### config.mk
export PLATFORM = sky130hd
export DESIGN_NAME = adc_clock_pd
export DESIGN_NICKNAME = d
export VERILOG_FILES = /design/src/clk_pd_pkg.sv /design/src/clk_divider.sv /design/src/wake_timer.sv /design/src/adc_clock_pd.sv
export SDC_FILE = /design/constraint.sdc
export NUM_CORES = 1
export LEC_CHECK = 0
export ABC_CLOCK_PERIOD_IN_PS = 3390
export BUFFER_PORTS_ARGS = -buffer_cell sky130_fd_sc_hd__buf_4
export CORE_MARGIN = 5
export CORE_UTILIZATION = 45
export CTS_CLUSTER_SIZE = 12
export DETAILED_ROUTE_END_ITERATION = 12
export GPL_ROUTABILITY_DRIVEN = 1
export MAX_ROUTING_LAYER = met4
export PLACE_DENSITY = 0.65
export SLEW_MARGIN = 10
export SYNTH_ARGS = -nofsm -noshare
export SYNTH_HDL_FRONTEND = slang
export SYNTH_SLANG_ARGS = --single-unit
### constraint.sdc
create_clock -name ref_clk -period 3.39 [get_ports ref_clk]
set_clock_uncertainty 0.2 [all_clocks]
set_input_delay 1.017 -clock ref_clk [delete_from_list [all_inputs] [get_ports ref_clk]]
set_output_delay 1.017 -clock ref_clk [all_outputs]
set_load 0.02 [all_outputs]
### src/clk_pd_pkg.sv
/*
  Constants for the sample-clock divider and power-state control block.
  Assumes a single 250 MHz ref_clk domain; nothing else.
*/
package clk_pd_pkg;
  localparam logic [8:0] SYNC_CTRL_ADDR   = 9'h109;
  localparam int         ADDR_W           = 9;
  localparam int         DATA_W           = 8;
  localparam int         SYNC_EN_BIT      = 0;
  localparam int         SYNC_ONCE_BIT    = 1;
  localparam int         DIV_LSB          = 4;
  localparam int         DIV_W            = 3;
  localparam logic [7:0] SYNC_CTRL_RESET  = 8'h00;
  localparam logic [7:0] PWR_CTRL_ADDR_LO = 8'h08;
  localparam logic [8:0] PWR_CTRL_ADDR    = 9'h008;
  localparam int         PWR_PD_BIT       = 0;
  localparam int         PWR_STBY_BIT     = 1;
  localparam int         DCS_EN_BIT       = 2;
  localparam logic [7:0] PWR_CTRL_RESET   = 8'h04;
  localparam logic [8:0] STATUS_ADDR      = 9'h00a;
  localparam int         MAX_DIV          = 8;
  localparam int         CLK_MHZ          = 250;
  localparam int         DCS_MIN_MHZ      = 20;
  localparam int         RELOCK_NS        = 5000;
  localparam int         RELOCK_CYC       = RELOCK_NS * CLK_MHZ / 1000;
  localparam int         DCS_MAX_DIV      = CLK_MHZ / DCS_MIN_MHZ;
  localparam int         WAKE_SHIFT       = 2;
  localparam int         WAKE_STBY_CYC    = 16;
  typedef enum logic [1:0] {PS_RUN, PS_DOWN, PS_STBY, PS_WAKE} pwr_state_t;
endpackage

### src/clk_divider.sv
/*
  Integer divider producing one-cycle sample enables and, with dcsEn, a 50% phase at even ratios.
  Assumes sync pulses are already edge-detected in the same clock.
*/
`timescale 1ns/1ns
module clk_divider #(
  parameter int MAX_DIV = 8
) (
  input  wire logic       clk,
  input  wire logic       rst_n,
  input  wire logic       run,
  input  wire logic [2:0] ratioM1,
  input  wire logic       realign,
  input  wire logic       dcsEn,
  output logic            sampleEn,
  output logic            phaseHigh
);
  logic [2:0] cnt_q;
  logic [2:0] half;

  assign half = 3'((4'(ratioM1) + 4'h1) >> 1);

  always_ff @(posedge clk) begin
    if (!rst_n || !run || realign) begin
      cnt_q <= 3'h0;
    end else if (cnt_q >= ratioM1) begin
      cnt_q <= 3'h0;
    end else begin
      cnt_q <= cnt_q + 3'h1;
    end
  end

  assign sampleEn = run && (cnt_q == 3'h0);

  // without stabilizer the high phase is one input cycle
  assign phaseHigh = run && (dcsEn ? (cnt_q < half) || (ratioM1 == 3'h0)
                                   : (cnt_q == 3'h0));
endmodule

### src/wake_timer.sv
/*
  Measures time spent powered down and times the matching wake-up.
  Assumes downing stays high for the whole time spent powered down.
*/
`timescale 1ns/1ns
module wake_timer #(
  parameter int CNT_W = 20,
  parameter int SHIFT = 2
) (
  input  wire logic clk,
  input  wire logic rst_n,
  input  wire logic downing,
  input  wire logic waking,
  input  wire logic [CNT_W-1:0] minWake,
  output logic      done
);
  logic [CNT_W-1:0] down_q;
  logic [CNT_W-1:0] wake_q;

  always_ff @(posedge clk) begin
    if (!rst_n) begin
      down_q <= '0;
    end else if (downing) begin
      if (down_q != '1) down_q <= down_q + 1'b1;
    end else if (waking && done) begin
      down_q <= '0;
    end
  end

  // wake length scales with the discharge time, floor at minWake
  always_ff @(posedge clk) begin
    if (!rst_n || !waking) begin
      wake_q <= '0;
    end else if (!done) begin
      wake_q <= wake_q + 1'b1;
    end
  end

  assign done = (wake_q >= (down_q >> SHIFT)) && (wake_q >= minWake);
endmodule

### src/adc_clock_pd.sv
/*
  Sample-clock divider, sync realignment, duty stabilizer status and
  power-state control for a quad pipelined converter.
  Assumes a serial-port decoder delivers single-cycle register writes and
  reads with the printed addresses; all inputs synchronous to ref_clk.
*/
// How it works
// - input clock divided by integer ratio from one to eight.
// - register bits zero and one pick sync every pulse or first-after-write.
// - accepted sync resets divider to its initial state.
// - stabilizer enabled gives internal clock nominal fifty percent duty; divider gives it at even ratios only, ratio one held high.
// - stabilizer marked inoperative below about twenty megahertz clock.
// - after rate change, relock takes up to five microseconds; host waits.
// - power-down entered by serial command or power_down_pin high.
// - output drivers float in power-down.
// - power_down_pin low returns from pin-initiated power-down.
// - reference, buffer, bias and internal clock off in power-down.
// - wake-up time grows with time spent powered down.
// - serial standby keeps reference powered for faster wake-up.
// - samples taken on rising edge of internal sample clock.
`timescale 1ns/1ns
module adc_clock_pd
  import clk_pd_pkg::*;
#(
  parameter int RELOCK_CYCLES = clk_pd_pkg::RELOCK_CYC,
  parameter int WAKE_W        = 20
) (
  input  wire logic                         ref_clk,
  input  wire logic                         rst_n,
  input  wire logic                         syncIn,
  input  wire logic                         power_down_pin,
  input  wire logic                         regWr,
  input  wire logic                         regRd,
  input  wire logic [clk_pd_pkg::ADDR_W-1:0] regAddr,
  input  wire logic [clk_pd_pkg::DATA_W-1:0] regWdata,
  output logic      [clk_pd_pkg::DATA_W-1:0] regRdata,
  output logic                              sampleClk,
  output logic                              sampleStrobe,
  output logic                              outDriveEn,
  output logic                              refPowerOn,
  output logic                              biasPowerOn,
  output logic                              clockReady,
  output logic                              dcsActive
);
  import clk_pd_pkg::*;

  // ------------------------------------------------------------
  // registers
  // ------------------------------------------------------------
  logic [DATA_W-1:0] syncCtrl_q;
  logic [DATA_W-1:0] pwrCtrl_q;
  logic              armed_q;
  logic              syncPrev_q;
  logic              syncEdge;
  logic              syncAccept;
  logic [DIV_W-1:0]  ratioM1;
  logic              divSample;
  logic              divPhase;
  logic              clockRun;
  logic              wakeDone;
  pwr_state_t        pstate_q;
  logic              pinDown;
  logic              spiDown;
  logic              spiStby;
  logic [15:0]       relock_q;
  logic [DIV_W-1:0]  ratioLast_q;
  logic              dcsLow;

  function automatic logic hit(input logic [ADDR_W-1:0] a, input logic [ADDR_W-1:0] r);
    return a == r;
  endfunction

  // divider ratio and sync mode share one register
  always_ff @(posedge ref_clk) begin
    if (!rst_n) begin
      syncCtrl_q <= SYNC_CTRL_RESET;
    end else if (regWr && hit(regAddr, SYNC_CTRL_ADDR)) begin
      syncCtrl_q <= regWdata;
    end
  end

  // power-down, standby and stabilizer enable
  always_ff @(posedge ref_clk) begin
    if (!rst_n) begin
      pwrCtrl_q <= PWR_CTRL_RESET;
    end else if (regWr && hit(regAddr, PWR_CTRL_ADDR)) begin
      pwrCtrl_q <= regWdata;
    end
  end

  // read data holds between reads; unmapped reads give zero
  always_ff @(posedge ref_clk) begin
    if (!rst_n) begin
      regRdata <= 8'h00;
    end else if (regRd) begin
      if (hit(regAddr, SYNC_CTRL_ADDR)) begin
        regRdata <= syncCtrl_q;
      end else if (hit(regAddr, PWR_CTRL_ADDR)) begin
        regRdata <= pwrCtrl_q;
      end else if (hit(regAddr, STATUS_ADDR)) begin
        regRdata <= {3'h0, armed_q, dcsLow, clockReady, pstate_q};
      end else begin
        regRdata <= 8'h00;
      end
    end
  end

  // ------------------------------------------------------------
  // sync detection and realignment
  // ------------------------------------------------------------
  always_ff @(posedge ref_clk) begin
    if (!rst_n) begin
      syncPrev_q <= 1'b0;
    end else begin
      syncPrev_q <= syncIn;
    end
  end

  assign syncEdge = syncIn && !syncPrev_q;

  // once-mode: write arms, first edge disarms; the write wins a tie
  always_ff @(posedge ref_clk) begin
    if (!rst_n) begin
      armed_q <= 1'b0;
    end else if (regWr && hit(regAddr, SYNC_CTRL_ADDR)) begin
      armed_q <= 1'b1;
    end else if (syncAccept) begin
      armed_q <= 1'b0;
    end
  end

  assign syncAccept = syncEdge && syncCtrl_q[SYNC_EN_BIT]
                      && (!syncCtrl_q[SYNC_ONCE_BIT] || armed_q);

  assign ratioM1 = syncCtrl_q[DIV_LSB +: DIV_W];

  // ------------------------------------------------------------
  // power state
  // ------------------------------------------------------------
  assign pinDown = power_down_pin;
  assign spiDown = pwrCtrl_q[PWR_PD_BIT];
  assign spiStby = pwrCtrl_q[PWR_STBY_BIT];

  always_ff @(posedge ref_clk) begin
    if (!rst_n) begin
      pstate_q <= PS_RUN;
    end else begin
      case (pstate_q)
        PS_RUN: begin
          if (pinDown || spiDown) begin
            pstate_q <= PS_DOWN;
          end else if (spiStby) begin
            pstate_q <= PS_STBY;
          end
        end
        PS_DOWN: begin
          // pin and serial request must both be gone before waking
          if (!pinDown && !spiDown) begin
            pstate_q <= PS_WAKE;
          end
        end
        PS_STBY: begin
          if (pinDown || spiDown) begin
            pstate_q <= PS_DOWN;
          end else if (!spiStby) begin
            pstate_q <= PS_WAKE;
          end
        end
        PS_WAKE: begin
          if (pinDown || spiDown) begin
            pstate_q <= PS_DOWN;
          end else if (wakeDone) begin
            pstate_q <= PS_RUN;
          end
        end
        default: begin
          pstate_q <= PS_RUN;
        end
      endcase
    end
  end

  assign clockRun = (pstate_q == PS_RUN);

  wake_timer #(
    .CNT_W (WAKE_W),
    .SHIFT (WAKE_SHIFT)
  ) u_wake (
    .clk     (ref_clk),
    .rst_n   (rst_n),
    .downing (pstate_q == PS_DOWN),
    .waking  (pstate_q == PS_WAKE),
    .minWake (WAKE_W'(WAKE_STBY_CYC)),
    .done    (wakeDone)
  );

  // ------------------------------------------------------------
  // divider and stabilizer
  // ------------------------------------------------------------
  clk_divider #(
    .MAX_DIV (MAX_DIV)
  ) u_div (
    .clk       (ref_clk),
    .rst_n     (rst_n),
    .run       (clockRun),
    .ratioM1   (ratioM1),
    .realign   (syncAccept),
    .dcsEn     (pwrCtrl_q[DCS_EN_BIT]),
    .sampleEn  (divSample),
    .phaseHigh (divPhase)
  );

  // divided rate below the loop's floor: loop reported inoperative
  assign dcsLow = (int'(ratioM1) + 1) > DCS_MAX_DIV;

  // relock window restarts on a ratio change or on leaving run
  always_ff @(posedge ref_clk) begin
    if (!rst_n) begin
      ratioLast_q <= 3'h0;
    end else begin
      ratioLast_q <= ratioM1;
    end
  end

  // ready drops one cycle after the window opens and rises one cycle after it closes,
  // so it still reads high for the first two cycles at a new ratio
  always_ff @(posedge ref_clk) begin
    if (!rst_n) begin
      relock_q <= 16'(RELOCK_CYCLES);
    end else if (ratioM1 != ratioLast_q || !clockRun) begin
      relock_q <= 16'(RELOCK_CYCLES);
    end else if (relock_q != 16'h0) begin
      relock_q <= relock_q - 16'h1;
    end
  end

  // ------------------------------------------------------------
  // outputs, all registered
  // ------------------------------------------------------------
  always_ff @(posedge ref_clk) begin
    if (!rst_n) begin
      sampleClk <= 1'b0;
    end else begin
      sampleClk <= divPhase;
    end
  end

  // one pulse per divided period marks the sampling instant
  always_ff @(posedge ref_clk) begin
    if (!rst_n) begin
      sampleStrobe <= 1'b0;
    end else begin
      sampleStrobe <= divSample;
    end
  end

  // low floats every output driver; only the run state drives
  always_ff @(posedge ref_clk) begin
    if (!rst_n) begin
      outDriveEn <= 1'b0;
    end else begin
      outDriveEn <= clockRun;
    end
  end

  // only full power-down drops the reference; standby keeps it
  always_ff @(posedge ref_clk) begin
    if (!rst_n) begin
      refPowerOn <= 1'b0;
    end else begin
      refPowerOn <= (pstate_q != PS_DOWN);
    end
  end

  // bias returns during wake so discharged nodes recharge first
  always_ff @(posedge ref_clk) begin
    if (!rst_n) begin
      biasPowerOn <= 1'b0;
    end else begin
      biasPowerOn <= clockRun || (pstate_q == PS_WAKE);
    end
  end

  // ready only in run with the relock window fully spent
  always_ff @(posedge ref_clk) begin
    if (!rst_n) begin
      clockReady <= 1'b0;
    end else begin
      clockReady <= clockRun && (relock_q == 16'h0);
    end
  end

  // reported on only when enabled, running and fast enough
  always_ff @(posedge ref_clk) begin
    if (!rst_n) begin
      dcsActive <= 1'b0;
    end else begin
      dcsActive <= pwrCtrl_q[DCS_EN_BIT] && !dcsLow && clockRun;
    end
  end
endmodule

==> impl_metrics.csv <==
group,metric,value,unit
run_status,status,"completed",
timing,whs,0.2460,ns
final_layout,area_growth,14.77,%
placement,io_buffers,37,
clock_tree,clk_latency,0.35,ns
logic_synthesis,async_flop_share,0,%
clock_tree,cts_inserted_buffers,9,
route,route.final.wire_length,11.33,mm
floorplanning,die_w,116.6,µm
timing,setup_tns,0,ns
floorplanning,core,11270,µm²
final_layout,layout-drive-gt1-share,12.38,%
clock_tree,post_cts_buffers,0,
route,drt_iter0_drc,182,
logic_synthesis,netlist_area,5115,µm²
pwr,p_leak,2.178,nW
worst_setup_path,crit_type,"flop to flop",
pwr,power_density,418.8,nW/µm²
final_layout,multiInputGateArea,2958,µm²
placement,routabilityCongestion,0.8078,
final_layout,register_area,1942,µm²
logic_synthesis,synth.distinct_cells,57,
clock_tree,path_clk_slew,0.07,ns
floorplanning,dieArea,13600,µm²
floorplanning,fp.dieH,116.6,µm
worst_setup_path,path_cells,"inv_1, ha_1, nand2b_1, a2111oi_0, o32a_1, nand3_1, or4b_2, a21oi_1",
worst_setup_path,cp.arrival,3.09,ns
global_routing,grt_usage,18.29,%
worst_setup_path,crit_path_start_kind,"flop",
worst_setup_path,worst_setup_path_end_kind,"flop",
clock_tree,cts_hold_buf,0,
worst_setup_path,r2r_start,"u_wake.wake_q[0]",
floorplanning,rows,39,
clock_tree,clock_path_buffers,2,
route,drt-pass1-iter-count,4,
logic_synthesis,yosys_most_used_dff,"dfxtp_1",
pwr,ir_drop,0.0003568,V
route,vias_per_cell,5.604,
logic_synthesis,yosysTopAreaCellShare,37.96,%
logic_synthesis,synthCells,597,
pwr,power,2.459,mW
placement,post-dp-hpwl,8.338,mm
worst_setup_path,cpPeakStageDelay,0.69,ns
worst_setup_path,crit_fanout,8,
run,cap_violations,0,
min_path,hp-start,"u_div.cnt_q[0]",
final_layout,n_fill_cell,1043,
logic_synthesis,ys_seq_area_share,37.96,%
timing,drv_slew,0,
clock_tree,cts_resized,0,
worst_setup_path,critPathLaunch,"u_wake.wake_q[0]",
floorplanning,top_level_ports,38,
worst_setup_path,crit_required,3.47,ns
final_layout,finalNetCount,691,
route,ant_nets,0,
timing,slew_headroom,58.64,%
logic_synthesis,avgSynthCellArea,8.568,µm²
floorplanning,start_util,45.38,%
global_routing,grt_max_degree,32,
global_routing,grt_pass1_wl,19.35,mm
global_routing,grt_pass1_vias,4223,
logic_synthesis,yosysTopAreaCell,"dfxtp_1",
global_routing,antenna_found_initial,0,
timing,rsz0062_at_grt,"false",
logic_synthesis,yosys_warnings,0,
route,vias,4377,
clock_tree,cts_tree,"built",
global_routing,grt-ovfl-total,0,
min_path,hp-class,"flop to flop",
logic_synthesis,synthTopCellsByArea,"dfxtp_1 (38%), ha_1 (8.6%), nand2_1 (4.9%)",
clock_tree,numClockSinks,97,
route,wl_per_cell,14.51,µm
timing,setup_violations,0,
clock_tree,root_buffer,"clkbuf_16",
timing,max_freq,332.8,MHz
timing,worst_slew_pin_slew,0.6184,ns
timing,min_period_over_period,88.63,%
worst_setup_path,crit_slowest_cell,"or4b_2",
final_layout,diodes,0,
logic_synthesis,synth_edf_count,0,
clock_tree,htreeDepth,3,
timing,finalHoldViolations,0,
route,drc,0,
timing,period_needed,3.005,ns
logic_synthesis,ys_ff_latch,97,
logic_synthesis,syn_nets,655,
worst_setup_path,path_delay_family,"simple AND/OR/NAND/NOR gates",
worst_setup_path,cp.buffers_inverters,1,
[area by class of cell]
type	count	area share (%)
Inverter	38	2.430
Clock inverter	5	0.6607
Clock buffer	11	4.305
Tap cell	143	3.048
Multi-Input combinational cell	441	50.38
Sequential cell	97	33.08
Timing Repair Buffer	46	6.095
[Yosys cell counts (all sizes together), types with 11 or more instances]
cell type / count
nor4: 18
and2: 11
or3: 14
a21boi: 17
nor3: 13
xnor2: 27
clkbuf: 20
nand4: 11
nor2: 42
inv: 38
dfxtp: 97
ha: 35
nand3: 33
or4: 11
a21oi: 25
o21ai: 17
nand2: 67
[final timing paths]
kind / end / slack [ns] / cells past startpoint
min: u_div.cnt_q[0] / 0.25 / 1
min reg2reg: u_div.cnt_q[0] / 0.25 / 1
max reg2reg: u_wake.wake_q[11] / 0.39 / 8
max: u_wake.wake_q[11] / 0.39 / 8
[cell families after synthesis]
logic type,Yosys count,share of synthesized area (%)
compound gates,112,15.78
xor+xnor,29,4.966
fa+ha+maj,35,8.562
buf+inv,59,4.330
flops,97,37.96
mux,11,2.299
simple gates,254,26.10
[metrics by stage]
step	utilization (%)	instance area [µm²]	cells	setup WS (ns)
after floorplan	-	5115	597	0.5694
after global placement	49.49	5579	765	0.4768
after detailed placement	49.49	5579	765	0.4374
after CTS	52.08	5871	781	0.4063
after global routing	52.08	5871	781	0.09024
final	52.08	5871	781	0.3853
[power by group]
group	leakage, nW	internal (mW)	total, mW	switching [mW]
sequential	0.786	1.18	1.21	0.0276
combinational	1.25	0.115	0.271	0.156
clock	0.142	0.541	0.981	0.440
total	2.18	1.84	2.46	0.623
[registers in the layout, indices dropped and copies added, names as in the netlist, 3 cells and up]
signal and count:
pwrCtrl_q 8, ratioLast_q 3, regRdata 8, relock_q 16, syncCtrl_q 8, u_div.cnt_q 3
u_wake.down_q 20, u_wake.wake_q 20
[cells in the final DEF, fill, tap and decap left out, drive strengths merged, types with 4 or more instances in the layout]
cell,count
ha,35
clkbuf,11
a22oi,8
o211a,8
nor3,13
and3,8
o31ai,7
a21oi,25
or3,14
a21boi,17
o21ai,17
mux2,6
and4,5
inv,39
nand2b,8
dfxtp,97
nand3,33
nand4,11
nor4,18
xnor2,27
mux2i,5
nand2,67
buf,46
or4,11
and2,11
nor2,42
nor2b,4
[worst register-to-register path: cells and delay by family, from the launching register on]
| family | cells | cell delay (ns) |
|---|---|---|
| adders and majority gates | 1 | 0.29 |
| buffers and inverters | 1 | 0.10 |
| DFF | 1 | 0.36 |
| and+or+nand+nor | 3 | 1.08 |
| AOI/OAI and AO/OA | 3 | 0.91 |
[metal layers]
| layer | routed length, µm | track usage (%) |
|---|---|---|
| met1 | 5175 | 21.89 |
| met2 | 5533 | 30.51 |
| met3 | 392 | 2.798 |
| met4 | 230 | 7.951 |
| met5 | 0 | - |
No activity file was read; power rests on OpenSTA's default activity.
